$ cat src/core/odc_pkg.sv
/*
 * odc_pkg: constants and types for the output divider configuration
 * register slice (channel 5 divider words, channel 6 configuration and
 * divider words).
 * Assumes a serial programming front end on the same clock that turns
 * host frames into single-cycle register read and write strobes.
 */
package odc_pkg;

    // ------------------------------------------------------------------
    // register port geometry
    // ------------------------------------------------------------------
    localparam int ADDR_W = 8;
    localparam int DATA_W = 16;
    localparam int NUM_CH = 2;

    // ------------------------------------------------------------------
    // register offsets
    // ------------------------------------------------------------------
    localparam logic [ADDR_W-1:0] OFF_CH5_INT_DIV_FRAC_HIGH = 8'h0d;
    localparam logic [ADDR_W-1:0] OFF_CH5_FRAC_DIV_LOW = 8'h0e;
    localparam logic [ADDR_W-1:0] OFF_CH6_OUTPUT_CONFIG = 8'h0f;
    localparam logic [ADDR_W-1:0] OFF_CH6_INT_DIV_FRAC_HIGH = 8'h10;
    localparam logic [ADDR_W-1:0] OFF_CH6_FRAC_DIV_LOW = 8'h11;
    // per channel lookup, index 0 is channel 5, index 1 is channel 6
    localparam logic [NUM_CH-1:0][ADDR_W-1:0] OFF_INT_HIGH =
        {OFF_CH6_INT_DIV_FRAC_HIGH, OFF_CH5_INT_DIV_FRAC_HIGH};
    localparam logic [NUM_CH-1:0][ADDR_W-1:0] OFF_FRAC_LOW =
        {OFF_CH6_FRAC_DIV_LOW, OFF_CH5_FRAC_DIV_LOW};

    // ------------------------------------------------------------------
    // field positions
    // ------------------------------------------------------------------
    localparam int INT_MSB = 11;
    localparam int INT_LSB = 4;
    localparam int FHI_MSB = 3;
    localparam int FHI_LSB = 0;
    localparam int PRE_MSB = 12;
    localparam int PRE_LSB = 10;
    localparam int FRAC_EN_BIT = 9;
    localparam int SLEW_BIT = 8;
    localparam int NEG_BIT = 7;
    localparam int POS_BIT = 6;
    localparam int DRV_MSB = 4;
    localparam int DRV_LSB = 3;
    localparam int ENA_MSB = 2;
    localparam int ENA_LSB = 1;
    localparam int RAIL_BIT = 0;

    // writable bits; reserved positions are never stored
    localparam logic [DATA_W-1:0] MASK_INT_HIGH = 16'h0fff;
    localparam logic [DATA_W-1:0] MASK_FRAC_LOW = 16'hffff;
    localparam logic [DATA_W-1:0] MASK_CONFIG = 16'h1fdf;

    // reset values
    localparam logic [DATA_W-1:0] RST_INT_HIGH = 16'h0000;
    localparam logic [DATA_W-1:0] RST_FRAC_LOW = 16'h0000;
    localparam logic [DATA_W-1:0] RST_CONFIG = 16'h0000;
    localparam logic [DATA_W-1:0] READ_UNMAPPED = 16'h0000;

    // ------------------------------------------------------------------
    // encodings
    // ------------------------------------------------------------------
    localparam logic [8:0] RATIO_STEP = 9'h001;
    localparam logic [19:0] FRACTION_NONE = 20'h00000;
    localparam logic [2:0] PRE_CODE_DIV2 = 3'h0;
    localparam logic [2:0] PRE_CODE_DIV3 = 3'h1;
    localparam logic [2:0] PRE_CODE_DIV1 = 3'h7;
    localparam logic [1:0] PRESCALE_BY1 = 2'h1;
    localparam logic [1:0] PRESCALE_BY2 = 2'h2;
    localparam logic [1:0] PRESCALE_BY3 = 2'h3;
    localparam logic [1:0] DRV_CODE_LVDS_A = 2'h0;
    localparam logic [1:0] DRV_CODE_LVDS_B = 2'h1;
    localparam logic [1:0] DRV_CODE_LVCMOS = 2'h2;
    localparam logic [1:0] DRV_CODE_HCSL = 2'h3;
    localparam logic [1:0] ENA_CODE_OFF = 2'h0;
    localparam logic [1:0] ENA_CODE_ON = 2'h1;
    localparam logic [1:0] ENA_CODE_LOW = 2'h2;
    localparam logic [1:0] ENA_CODE_HIGH = 2'h3;

    typedef enum logic [2:0] {
        DRV_LVDS = 3'b001,
        DRV_LVCMOS = 3'b010,
        DRV_HCSL = 3'b100
    } odc_driver_t;

    typedef enum logic [3:0] {
        OUT_OFF = 4'b0001,
        OUT_RUN = 4'b0010,
        OUT_LOW = 4'b0100,
        OUT_HIGH = 4'b1000
    } odc_out_state_t;

    // ------------------------------------------------------------------
    // carriers
    // ------------------------------------------------------------------
    typedef struct packed {
        logic wrEn;
        logic rdEn;
        logic [ADDR_W-1:0] addr;
        logic [DATA_W-1:0] wrData;
    } odc_reg_req_t;

    typedef struct packed {
        logic [8:0] ratio;
        logic [19:0] fraction;
        logic fractionOn;
    } odc_div_t;

    typedef struct packed {
        logic [1:0] prescale;
        logic edgeRateSlow;
        logic negSideOn;
        logic posSideOn;
        odc_driver_t driverKind;
        odc_out_state_t outputState;
        logic railHigh;
    } odc_drive_t;

endpackage

$ cat src/core/odc_output_divider_config_regs.sv
/*
 * odc_output_divider_config_regs: register slice holding the channel 5
 * integer and fractional divider words and the channel 6 output
 * configuration with its divider words, plus the decoded settings that
 * the output dividers and drivers consume.
 * Assumes the serial front end runs on clk and presents at most one
 * single-cycle read or write strobe per cycle; channel 5 fraction enable
 * lives in another slice and arrives here on the same clock.
 */
`timescale 1ns/1ps
`default_nettype none

// Contract
// - integer ratio is bits 11:4 plus one
// - fraction bits 19:16 in bits 3:0
// - fraction bits 15:0 in next register
// - prescale code 000/001/111 means 2/3/1
// - fraction off bypasses the prescaler
// - config bit 9 switches fraction on
// - config bit 8 selects slow edge
// - negative side needs positive side on
// - bits 4:3 select LVDS, LVCMOS, HCSL
// - bits 2:1 select off, run, low, high
// - bit 0 selects the output rail
module odc_output_divider_config_regs
(
    // clock and reset
    input wire logic clk,
    input wire logic rst_n,
    // register port from the serial front end
    input wire odc_pkg::odc_reg_req_t regReq,
    output logic [odc_pkg::DATA_W-1:0] rdData_ff,
    output logic rdValid_ff,
    // fraction enable of channel 5, held in its own configuration slice
    input wire logic ch5FractionOn,
    // decoded divider settings, index 0 channel 5, index 1 channel 6
    output odc_pkg::odc_div_t [odc_pkg::NUM_CH-1:0] chDiv_ff,
    // decoded channel 6 driver settings
    output odc_pkg::odc_drive_t ch6Drive_ff
);

    // ------------------------------------------------------------------
    // address decode
    // ------------------------------------------------------------------
    // shared by every write enable and the read mux
    // a plain compare: unmapped offsets simply match nothing
    function automatic logic hitReg(
        input logic [odc_pkg::ADDR_W-1:0] addr,
        input logic [odc_pkg::ADDR_W-1:0] offset
    );
        hitReg = (addr == offset);
    endfunction

    logic [odc_pkg::NUM_CH-1:0][odc_pkg::DATA_W-1:0] intHigh_ff;
    logic [odc_pkg::NUM_CH-1:0][odc_pkg::DATA_W-1:0] fracLow_ff;
    logic [odc_pkg::DATA_W-1:0] ch6Config_ff;
    logic [odc_pkg::NUM_CH-1:0] fracOn;
    logic [odc_pkg::DATA_W-1:0] nxt_rdData;

    // channel 5 keeps its enable bit in the neighbouring slice; that level
    // arrives on clk, so it needs no synchroniser and no extra delay here
    assign fracOn[0] = ch5FractionOn;
    assign fracOn[1] = ch6Config_ff[odc_pkg::FRAC_EN_BIT];

    // ------------------------------------------------------------------
    // divider word storage and decode, one copy per channel
    // ------------------------------------------------------------------
    genvar ch;
    generate
        for (ch = 0; ch < odc_pkg::NUM_CH; ch++)
        begin : gen_chan
            // reserved bits are masked off so they always read back zero
            always_ff @(posedge clk)
            begin
                if (!rst_n)
                begin
                    intHigh_ff[ch] <= odc_pkg::RST_INT_HIGH;
                end
                else if (regReq.wrEn &&
                         hitReg(regReq.addr, odc_pkg::OFF_INT_HIGH[ch]))
                begin
                    intHigh_ff[ch] <= regReq.wrData &
                                      odc_pkg::MASK_INT_HIGH;
                end
            end

            always_ff @(posedge clk)
            begin
                if (!rst_n)
                begin
                    fracLow_ff[ch] <= odc_pkg::RST_FRAC_LOW;
                end
                else if (regReq.wrEn &&
                         hitReg(regReq.addr, odc_pkg::OFF_FRAC_LOW[ch]))
                begin
                    fracLow_ff[ch] <= regReq.wrData &
                                      odc_pkg::MASK_FRAC_LOW;
                end
            end

            // the decode sits behind a flop so every output leaves a
            // register; the price is one extra cycle before a new ratio
            // or fraction reaches the divider
            // decoded values lag the register write by one cycle
            always_ff @(posedge clk)
            begin
                if (!rst_n)
                begin
                    chDiv_ff[ch].ratio <= odc_pkg::RATIO_STEP;
                    chDiv_ff[ch].fraction <= odc_pkg::FRACTION_NONE;
                    chDiv_ff[ch].fractionOn <= 1'b0;
                end
                else
                begin
                    chDiv_ff[ch].ratio <= {1'b0, intHigh_ff[ch][
                        odc_pkg::INT_MSB:odc_pkg::INT_LSB]} +
                        odc_pkg::RATIO_STEP;
                    chDiv_ff[ch].fractionOn <= fracOn[ch];
                    // a disabled fraction is forced to zero
                    if (fracOn[ch])
                    begin
                        chDiv_ff[ch].fraction <= {intHigh_ff[ch][
                            odc_pkg::FHI_MSB:odc_pkg::FHI_LSB],
                            fracLow_ff[ch]};
                    end
                    else
                    begin
                        chDiv_ff[ch].fraction <= odc_pkg::FRACTION_NONE;
                    end
                end
            end
        end
    endgenerate

    // ------------------------------------------------------------------
    // channel 6 output configuration
    // ------------------------------------------------------------------
    always_ff @(posedge clk)
    begin
        if (!rst_n)
        begin
            ch6Config_ff <= odc_pkg::RST_CONFIG;
        end
        else if (regReq.wrEn &&
                 hitReg(regReq.addr, odc_pkg::OFF_CH6_OUTPUT_CONFIG))
        begin
            ch6Config_ff <= regReq.wrData & odc_pkg::MASK_CONFIG;
        end
    end

    // prescaler decode; reserved codes fall back to divide by one so a
    // bad write never stalls the divider chain
    // the bypass follows the enable bit alone, whatever code is stored
    always_ff @(posedge clk)
    begin
        if (!rst_n)
        begin
            ch6Drive_ff.prescale <= odc_pkg::PRESCALE_BY1;
        end
        else if (!ch6Config_ff[odc_pkg::FRAC_EN_BIT])
        begin
            ch6Drive_ff.prescale <= odc_pkg::PRESCALE_BY1;
        end
        else
        begin
            case (ch6Config_ff[odc_pkg::PRE_MSB:odc_pkg::PRE_LSB])
                odc_pkg::PRE_CODE_DIV2:
                    ch6Drive_ff.prescale <= odc_pkg::PRESCALE_BY2;
                odc_pkg::PRE_CODE_DIV3:
                    ch6Drive_ff.prescale <= odc_pkg::PRESCALE_BY3;
                odc_pkg::PRE_CODE_DIV1:
                    ch6Drive_ff.prescale <= odc_pkg::PRESCALE_BY1;
                default:
                    ch6Drive_ff.prescale <= odc_pkg::PRESCALE_BY1;
            endcase
        end
    end

    // edge rate, side enables and rail select
    always_ff @(posedge clk)
    begin
        if (!rst_n)
        begin
            ch6Drive_ff.edgeRateSlow <= 1'b0;
            ch6Drive_ff.posSideOn <= 1'b0;
            ch6Drive_ff.negSideOn <= 1'b0;
            ch6Drive_ff.railHigh <= 1'b0;
        end
        else
        begin
            ch6Drive_ff.edgeRateSlow <=
                ch6Config_ff[odc_pkg::SLEW_BIT];
            ch6Drive_ff.posSideOn <= ch6Config_ff[odc_pkg::POS_BIT];
            // negative side is held off unless positive side is on
            // the stored bit still reads back as written, so the host sees
            // its own value even while the gate keeps the side dark
            ch6Drive_ff.negSideOn <= ch6Config_ff[odc_pkg::NEG_BIT] &
                                     ch6Config_ff[odc_pkg::POS_BIT];
            ch6Drive_ff.railHigh <=
                ch6Config_ff[odc_pkg::RAIL_BIT];
        end
    end

    // driver kind; both low codes mean the same differential driver
    // the default arm is unreachable but keeps the case complete
    always_ff @(posedge clk)
    begin
        if (!rst_n)
        begin
            ch6Drive_ff.driverKind <= odc_pkg::DRV_LVDS;
        end
        else
        begin
            case (ch6Config_ff[odc_pkg::DRV_MSB:odc_pkg::DRV_LSB])
                odc_pkg::DRV_CODE_LVDS_A,
                odc_pkg::DRV_CODE_LVDS_B:
                    ch6Drive_ff.driverKind <= odc_pkg::DRV_LVDS;
                odc_pkg::DRV_CODE_LVCMOS:
                    ch6Drive_ff.driverKind <= odc_pkg::DRV_LVCMOS;
                odc_pkg::DRV_CODE_HCSL:
                    ch6Drive_ff.driverKind <= odc_pkg::DRV_HCSL;
                default:
                    ch6Drive_ff.driverKind <= odc_pkg::DRV_LVDS;
            endcase
        end
    end

    // output enable state
    always_ff @(posedge clk)
    begin
        if (!rst_n)
        begin
            ch6Drive_ff.outputState <= odc_pkg::OUT_OFF;
        end
        else
        begin
            case (ch6Config_ff[odc_pkg::ENA_MSB:odc_pkg::ENA_LSB])
                odc_pkg::ENA_CODE_OFF:
                    ch6Drive_ff.outputState <= odc_pkg::OUT_OFF;
                odc_pkg::ENA_CODE_ON:
                    ch6Drive_ff.outputState <= odc_pkg::OUT_RUN;
                odc_pkg::ENA_CODE_LOW:
                    ch6Drive_ff.outputState <= odc_pkg::OUT_LOW;
                odc_pkg::ENA_CODE_HIGH:
                    ch6Drive_ff.outputState <= odc_pkg::OUT_HIGH;
                default:
                    ch6Drive_ff.outputState <= odc_pkg::OUT_OFF;
            endcase
        end
    end

    // ------------------------------------------------------------------
    // read back
    // ------------------------------------------------------------------
    // unmapped offsets read zero so the front end always has an answer
    always_comb
    begin
        nxt_rdData = odc_pkg::READ_UNMAPPED;
        if (hitReg(regReq.addr, odc_pkg::OFF_CH5_INT_DIV_FRAC_HIGH))
        begin
            nxt_rdData = intHigh_ff[0];
        end
        else if (hitReg(regReq.addr, odc_pkg::OFF_CH5_FRAC_DIV_LOW))
        begin
            nxt_rdData = fracLow_ff[0];
        end
        else if (hitReg(regReq.addr, odc_pkg::OFF_CH6_OUTPUT_CONFIG))
        begin
            nxt_rdData = ch6Config_ff;
        end
        else if (hitReg(regReq.addr, odc_pkg::OFF_CH6_INT_DIV_FRAC_HIGH))
        begin
            nxt_rdData = intHigh_ff[1];
        end
        else if (hitReg(regReq.addr, odc_pkg::OFF_CH6_FRAC_DIV_LOW))
        begin
            nxt_rdData = fracLow_ff[1];
        end
    end

    // a read and a write to one offset in the same cycle return the old
    // value, since the mux looks at the registers before the edge
    // data holds until the next read strobe
    always_ff @(posedge clk)
    begin
        if (!rst_n)
        begin
            rdData_ff <= odc_pkg::READ_UNMAPPED;
            rdValid_ff <= 1'b0;
        end
        else
        begin
            rdValid_ff <= regReq.rdEn;
            if (regReq.rdEn)
            begin
                rdData_ff <= nxt_rdData;
            end
        end
    end

endmodule

`default_nettype wire

$ cat config.mk
export PLATFORM = sky130hd
export DESIGN_NAME = odc_output_divider_config_regs
export DESIGN_NICKNAME = d
export VERILOG_FILES = /design/src/core/odc_pkg.sv /design/src/core/odc_output_divider_config_regs.sv
export SDC_FILE = /design/constraint.sdc
export NUM_CORES = 1
export LEC_CHECK = 0
export BUFFER_PORTS_ARGS = -buffer_cell sky130_fd_sc_hd__buf_2
export CAP_MARGIN = 20
export CORE_MARGIN = 1
export CORE_UTILIZATION = 45
export CTS_BUF_LIST = sky130_fd_sc_hd__clkbuf_2
export CTS_CLUSTER_DIAMETER = 100
export DETAILED_ROUTE_END_ITERATION = 16
export PLACE_DENSITY = 0.63
export SETUP_SLACK_MARGIN = 0.02
export SLEW_MARGIN = 0
export SYNTH_ARGS = -nofsm -noshare
export SYNTH_HDL_FRONTEND = slang
export SYNTH_SLANG_ARGS = --single-unit
$ cat constraint.sdc
create_clock -name clk -period 3.4 [get_ports clk]
set_input_delay 0.85 -clock clk [delete_from_list [all_inputs] [get_ports clk]]
set_output_delay 0.85 -clock clk [all_outputs]
set_load 0.02 [all_outputs]
; After elaboration in Yosys (flattened, before gate mapping)
; Cells that the tools add are included.
[word_totals]
reg_bits = 158
latchBits = 0
ram_bits = 0
rom_bits = 0
inputBits = 29
output_inout_bits = 90
mem_count = 0
[op_classes]
add_sub_neg = 2
multipliers = 0
div_mod_pow = 0
magnitude_cmp = 0
n_eq_ne = 12
n_shift = 0
n_mux = 8
bitwise = 1
n_reduce_logical = 11
[op_table]
columns = op, count
row1 = $mux 16, 5
row2 = $eq 8x4->1 const B, 3
row3 = $add 8x1->9 const B, 2
row4 = $eq 8x5->1 const B, 2
row5 = $pmux 4 s4, 1
row6 = $pmux 3 s3, 1
row7 = $eq 2x2->1 const B, 4
row8 = $logic_and 1x1->1, 5
row9 = $eq 2x1->1 const B, 2
row10 = $logic_not 2->1, 2
row11 = $pmux 2 s2, 1
row12 = $reduce_and 2->1, 2
row13 = $eq 3x1->1 const B, 1
row14 = $logic_not 3->1, 1
row15 = $reduce_or 2->1, 1
row16 = $and 1x1->1, 1

; Logic depth before layout (Yosys ltp)
; Gate-level depths: netlist of run 1.
[logic_depth]
ltp_word = 6
mapped_depth = 7
ltp_nobuf = 5

; Worst setup path before layout of run 1
; OpenSTA, ideal clock, no wires.
[synth_path]
kind = in2reg
start = input port regReq[16] (netlist bit)
end = register intHigh_ff[10] (netlist bit)
setup_ns = 0.128
t_arrival_ns = 1.815
slack_ns = 1.457
cell_stages = 6
n_path_buf = 2
path_cell_list = buf_2 and2b_1 nand4_1 buf_4 mux2i_1 nor2_1
[synth_between]
elab_chain_cells = 2
[synth_lines]
columns = element, line
row1 = start: declaration, odc_output_divider_config_regs.sv:31  ; input wire odc_pkg::odc_reg_req_t regReq,
row2 = $eq 8x4->1, odc_output_divider_config_regs.sv:51  ; hitReg = (addr == offset);
row3 = $logic_and 1x1->1, odc_output_divider_config_regs.sv:79  ; else if (regReq.wrEn &&
row4 = end signal: indexed assignment, odc_output_divider_config_regs.sv:77  ; intHigh_ff[ch] <= odc_pkg::RST_INT_HIGH;
row5 = end signal: indexed assignment, odc_output_divider_config_regs.sv:82  ; intHigh_ff[ch] <= regReq.wrData &
row6 = end: declaration, odc_output_divider_config_regs.sv:54  ; logic [odc_pkg::NUM_CH-1:0][odc_pkg::DATA_W-1:0] intHigh_ff;
; Every way passes these cells.
; A chain may end at the register's enable or synchronous reset.

; Worst setup path after layout of run 1
[layout_path]
start = register rdData_ff[8] (netlist bit)
end = output port rdData_ff[8] (netlist bit)
[layout_rtl]
columns = element, line
row1 = start: declaration, odc_output_divider_config_regs.sv:32  ; output logic [odc_pkg::DATA_W-1:0] rdData_ff,
row2 = start signal: assignment, odc_output_divider_config_regs.sv:288  ; rdData_ff <= odc_pkg::READ_UNMAPPED;
row3 = start signal: assignment, odc_output_divider_config_regs.sv:296  ; rdData_ff <= nxt_rdData;
; No word-level cell between the ends.

==> results by group, run 1 <==
Synth
  – Seq/Total Area, Yosys: 53.0%
  – Syn nets: 638
  – Avg Cell Area, Syn: 9.82 sq um
  – Most numerous cell in the Yosys netlist: dfxtp_1
  – Synth warnings: 0
  – Share of the synthesized area in the top cell type: 53.0%
  – #FFs+latches synth: 158
  – Synth Area in Adders: 0.420%
  – Post-Syn Instances: 607
  – Top cells by area, synth: dfxtp_1 (53%), mux2i_1 (6.7%), and3_1 (5.1%)
  – Post-synth top flop: dfxtp_1
  – Post-synth EDFFs: 0
  – Most frequent cells after synthesis: dfxtp_1 (158), nand2_1 (69), nor2_1 (69)
  – FFs w/ async S/R, synth: 0%
  – Syn Std Cell Area: 5960 sq um
  – Post-synthesis mux area share: 8.98%
  – Area leader, netlist: dfxtp_1
  – Complex-gate fraction of the synthesized area: 12.2%
  – Largest family of logic cells by synthesized area: simple AND/OR/NAND/NOR gates
  – Simple-Gate Fraction of Synth Area: 20.0%
  – Netlist cell types: 43
  – Xor and xnor area share after synthesis: 1.47%

Clocking
  – Post-CTS setup buffers: 0
  – Clock Tree Root: clkbuf_2
  – Worst skew pair latency: 0.73 ns
  – H-tree levels: 4
  – TritonCTS Buffers: 17
  – Clock tree buffer depth: 2
  – Post-cts sizing count: 0
  – Hold_buf cts: 0
  – CTS Sinks: 158
  – Reg clk slew, reported paths: 0.23 ns
  – CTS tree: done

Critical path
  – WP buf/inv: 1
  – Worst-path fanout max: 3
  – CP Depth: 1
  – WP data arrival: 1.38 ns
  – Critical Path RT: 2.55 ns
  – Reg2Reg Depth: 3
  – Crit path largest cell delay: 0.45 ns
  – CP Cell Sequence: buf_2
  – Slowest cell on the critical path: dfxtp_1
  – Cell family with most CP delay: flip-flops
  – Worst setup SP type: flop
  – Kind of critical path: flop to primary output
  – Critical Path End Type: primary output

Layout
  – Fillers: 1,207
  – Area growth syn-to-layout: 16.4%
  – Share of layout cells above drive strength 1: 25.7%
  – Net count, final: 739

Floorplan
  – # IOs: 119
  – Die Height: 117 um
  – Die ar.: 13,700 sq um
  – Row count: 41
  – Core box area: 12,800 sq um
  – Starting density of the core: 46.7%
  – Die span in x: 117 um

Timing
  – Final hold vios: 0
  – Fmax: 448 MHz
  – Setup_tns: 0 ns
  – Measured slew at the worst slew-check pin: 0.644 ns
  – Slew Limit Fails: 0
  – Clock Skews: 0.0261 ns
  – Relative slew slack: 57.1%
  – Period utilisation layout: 65.6%
  – RSZ-0062 raised after global routing: no
  – # setup viols final: 0
  – Crit path time final: 2.23 ns

Global routing
  – Total gr overflow: 0
  – GRT Util Overall: 23.5%
  – Vias in the first global route: 4,447
  – Largest net degree at the start of global routing: 66
  – First-pass GRT wire length: 23,600 um
  – Initial antenna violation count: 1

Worst hold path
  – Hold depth: 3
  – Hold Crit Class: input pin to flop

Placed design
  – Dpl hpwl: 11,000 um
  – GPL Wtd Cong: 0.869
  – Port buffer count: 118

Route
  – 1st-iter DRT viols: 303
  – First-pass iteration count of the detailed router: 4
  – Via-per-instance ratio: 5.29
  – Wirelength per Cell: 17.1 um
  – Remaining DRCs: 0
  – Drt total wl: 15,300 um
  – Via Count: 4,729
  – Antenna viol nets, final: 0

Power and ir drop
  – Peak VDD IR: 0.244 mV
  – Static Leak: 0.00330 uW
  – Final total power: 3300 uW
  – PwrDens: 476 nW/um^2

Run
  – Max Cap Viol: 0

Run status
  – Status: complete, no violations
placed cells by master, fill, tap and decap left out, drive strengths merged, types with 12 or more instances in the layout:
cell type | synthesis | routed
a21oi | 42 | 42
nor2b | 12 | 12
dfxtp | 158 | 158
buf | 20 | 126
mux2 | 12 | 12
mux2i | 40 | 40
and3 | 49 | 49
nand2 | 69 | 69
clkbuf | 24 | 18
nor2 | 69 | 69
sequential cells by signal, summed over array words and instances, names as in the netlist:
register      count
rdData_ff        16
ch6Config_ff     12
intHigh_ff       24
fracLow_ff       32
chDiv_ff         60
rdValid_ff        1
ch6Drive_ff      13
area by class of cell:
type | instances | area (sq um) | share of cell area (%)
Sequential cell | 158 | 3160 | 45.5
Tap cell | 172 | 215 | 3.10
Multi-Input combinational cell | 403 | 2560 | 36.9
Clock buffer | 18 | 90.1 | 1.30
Timing Repair Buffer | 126 | 663 | 9.55
Antenna cell | 1 | 2.50 | 0.0360
Inverter | 2 | 7.51 | 0.108
Clock inverter | 14 | 239 | 3.44
stage by stage:
step / utilization [%] / cell area, sq um / cells / hold slack, ns / setup WS [ns]
detailed placement: 51.8 / 6610 / 861 / 0.436 / 0.911
global route: 54.4 / 6940 / 894 / 0.284 / 1.03
finish: 54.4 / 6940 / 894 / 0.376 / 1.17
global placement: 51.8 / 6610 / 861 / 0.432 / 0.944
floorplan: - / 5960 / 607 / 0.394 / 1.46
CTS: 54.3 / 6940 / 893 / 0.287 / 1.09
metal layers:
layer | vias to the layer above | track usage [%] | part of all wire (%)
met5 | - | 0 | 0
met4 | 0 | 9.45 | 2.2
met3 | 22 | 6.18 | 6.0
met2 | 160 | 37.6 | 47
met1 | 2222 | 30.2 | 45
li1 | 2325 | - | -
final timing paths:
path / from / slack [ns] / endpoint
max: rdData_ff[8] / 1.17 / rdData_ff[8]
max reg2reg: intHigh_ff[6] / 2.08 / chDiv_ff[26]
min: regReq[15] / 0.38 / fracLow_ff[15]
min reg2reg: rdData_ff[13] / 0.48 / rdData_ff[13]
report_power, final:
part	internal [uW]	total, uW	switching [uW]
clock	636	1300	666
sequential	1860	1860	2.30
combinational	40.2	139	98.4
kinds of logic (layout without fill, tap and decap cells):
| kind of cell | Yosys count | after routing |
|---|---|---|
| flip-flops | 158 | 158 |
| multiplexers | 52 | 52 |
| AO/OA/AOI/OAI | 102 | 102 |
| adder cells (fa/ha/maj) | 2 | 2 |
| other | 0 | 1 |
| buffers and inverters | 46 | 160 |
| AND/OR/NAND/NOR | 237 | 237 |
| XOR/XNOR | 10 | 10 |
No activity file was read; power rests on OpenSTA's default activity.
==> run 2: changes to the inputs <==
==> constraint.sdc (replaced) <==
create_clock -name clk -period 2.1 [get_ports clk]
set_input_delay 0.525 -clock clk [delete_from_list [all_inputs] [get_ports clk]]
set_output_delay 0.525 -clock clk [all_outputs]
set_load 0.02 [all_outputs]
==> run 2 against run 1 <==
Count of clock-buffer cells in the layout unchanged. Clock skew grew 0.0013 ns. Global-route usage rose by 1.8 points. Sequential power is 62% higher. Register-to-register slack got worse by 1.3 ns. Cell count up 2.0%. Wire length rose by 7.0%. Non-clock buffer count grew 19. Critical path depth unchanged. Largest cell class unchanged. Largest power group unchanged.
==> results by group, run 2 (synthesis gave the netlist of run 1 again) <==
Route
  – Via Count: 4,832 (was 4,729)
  – Remaining DRCs: 0 (unchanged)
  – Via-per-instance ratio: 5.30 (was 5.29)
  – First-pass iteration count of the detailed router: 5 (was 4)
  – 1st-iter DRT viols: 273 (was 303)
  – Wirelength per Cell: 18.0 um (was 17.1 um)
  – Antenna viol nets, final: 0 (unchanged)
  – Drt total wl: 16,400 um (was 15,300 um)

Critical path
  – WP buf/inv: 1 (unchanged)
  – CP Cell Sequence: buf_2 (unchanged)
  – Critical Path RT: 1.57 ns (was 2.55 ns)
  – Worst setup SP type: flop (unchanged)
  – Worst-path fanout max: 3 (unchanged)
  – R2R Setup Slk: 0.82 ns (was 2.08 ns)
  – Kind of critical path: flop to primary output (unchanged)
  – WP data arrival: 1.40 ns (was 1.38 ns)
  – Critical Path End Type: primary output (unchanged)
  – Crit path largest cell delay: 0.46 ns (was 0.45 ns)
  – Cell family with most CP delay: flip-flops (unchanged)
  – Slowest cell on the critical path: dfxtp_1 (unchanged)

Clocking
  – Clock Tree Root: clkbuf_2 (unchanged)
  – Clock tree buffer depth: 2 (unchanged)
  – Post-cts sizing count: 0 (unchanged)
  – Worst skew pair latency: 0.73 ns (about the same)
  – TritonCTS Buffers: 17 (unchanged)
  – CTS tree: done (unchanged)
  – CTS Sinks: 158 (unchanged)
  – Reg clk slew, reported paths: 0.22 ns (was 0.23 ns)
  – H-tree levels: 4 (unchanged)

Placed design
  – Port buffer count: 118 (unchanged)
  – Placement Setup Slack: 0.116 ns (was 0.911 ns)
  – GPL Wtd Cong: 0.869 (about the same)
  – Dpl hpwl: 12,100 um (was 11,000 um)

Timing
  – Final hold vios: 0 (unchanged)
  – # setup viols final: 0 (unchanged)
  – Hold Slack: 0.0645 ns (was 0.376 ns)
  – Setup_tns: 0 ns (unchanged)
  – Period utilisation layout: 91.6%
  – Measured slew at the worst slew-check pin: 0.502 ns (was 0.644 ns)
  – Crit path time final: 1.92 ns
  – Slew Limit Fails: 0 (unchanged)
  – RSZ-0062 raised after global routing: no (unchanged)
  – Fmax: 520 MHz
  – Final setup margin: 0.176 ns (was 1.17 ns)
  – Clock Skews: 0.0273 ns (was 0.0261 ns)
  – Relative slew slack: 66.6% (was 57.1%)

Floorplan
  – Die span in x: 117 um (unchanged)
  – Row count: 41 (unchanged)
  – Die Height: 117 um (unchanged)
  – Die ar.: 13,700 sq um (unchanged)
  – Core box area: 12,800 sq um (unchanged)
  – # IOs: 119 (unchanged)
  – Starting density of the core: 46.7% (unchanged)

Layout
  – Net count, final: 758 (was 739)
  – Final core utilization: 54.9% (was 54.4%)
  – Largest register FFs: 60 (unchanged)
  – Register name with the most flops: chDiv_ff (unchanged)
  – Area growth syn-to-layout: 17.5% (was 16.4%)
  – Commonest non-fill, non-tap cell in the layout: dfxtp_1 (unchanged)
  – Top flop regs: chDiv_ff x60, fracLow_ff x32, intHigh_ff x24 (unchanged)
  – Share of layout cells above drive strength 1: 26.8% (was 25.7%)
  – Commonest non-fill, non-tap cells in the layout: dfxtp_1 (158), buf_2 (118), nor2_1 (69), nand2_1 (69), and3_1 (49) (unchanged)

Run status
  – Status: complete, no violations (unchanged)

Run
  – Max Cap Viol: 0 (unchanged)

Global routing
  – Total gr overflow: 0 (unchanged)
  – Initial antenna violation count: 2 (was 1)
  – GRT Util Overall: 25.3% (was 23.5%)
  – Largest net degree at the start of global routing: 69 (was 66)
  – Vias in the first global route: 4,733 (was 4,447)
  – First-pass GRT wire length: 25,100 um (was 23,600 um)

Power and ir drop
  – Final total power: 4690 uW (was 3300 uW)
  – Peak VDD IR: 0.436 mV (was 0.244 mV)
  – Static Leak: 0.00335 uW (was 0.00330 uW)
  – PwrDens: 670 nW/um^2 (was 476 nW/um^2)

Worst hold path
  – Hold Crit Class: input pin to flop (unchanged)
run 2: changes by cell type in the layout (fill, tap and decap cells not counted), moves of 2 or more:
| cell | before | now |
|---|---|---|
| buf_4 | 7 | 18 |
| bufinv_16 | 6 | 1 |
| clkinv_2 | 1 | 6 |
| buf_12 | 1 | 5 |
| dlygate4sd3_1 | 0 | 4 |
| inv_6 | 2 | 0 |
run 2: layout make-up:
| class | count | area [sq um] |
|---|---|---|
| repair buffers | 145 | 866 |
| flip-flops and latches | 158 | 3160 |
| clock buffers | 18 | 90.1 |
| well taps | 172 | 215 |
| inverters | 2 | 7.51 |
| diodes | 1 | 2.50 |
| fillers | 1206 | 5760 |
| clock inverters | 13 | 101 |
| multi-input cells | 403 | 2560 |
run 2: per-layer routing:
layer	track usage (%)	wire, um
met1	30.7	7130
met5	0	14
met4	13.1	398
met2	41.8	7850
met3	5.82	984
run 2: what timing repair did:
item | in CTS | in global routing
setup buffers | 0 | 0
hold buffers | 3 | 1
endpoints found under the hold margin | 5 | 1
run 2: path summary, 6_finish.rpt:
path | endpoint | cells after the start | start
max reg2reg | chDiv_ff[28] | 3 | intHigh_ff[6]
max | rdData_ff[8] | 1 | rdData_ff[8]
min reg2reg | chDiv_ff[51] | 1 | intHigh_ff[20]
min | intHigh_ff[24] | 3 | regReq[8]
run 2: stage by stage:
stage               cell area, sq um  instances
floorplan                       5960        607
global placement                6780        876
detailed placement              6780        876
CTS                             7000        910
global route                    7010        911
finish                          7010        912
run 2: report_power, final:
group	internal [uW]	total, uW	switching [uW]	leakage (uW)
Combinational	80.7	248	167	0.00194
Clock	409	1430	1020	0.000128
Sequential	3010	3010	3.68	0.00127
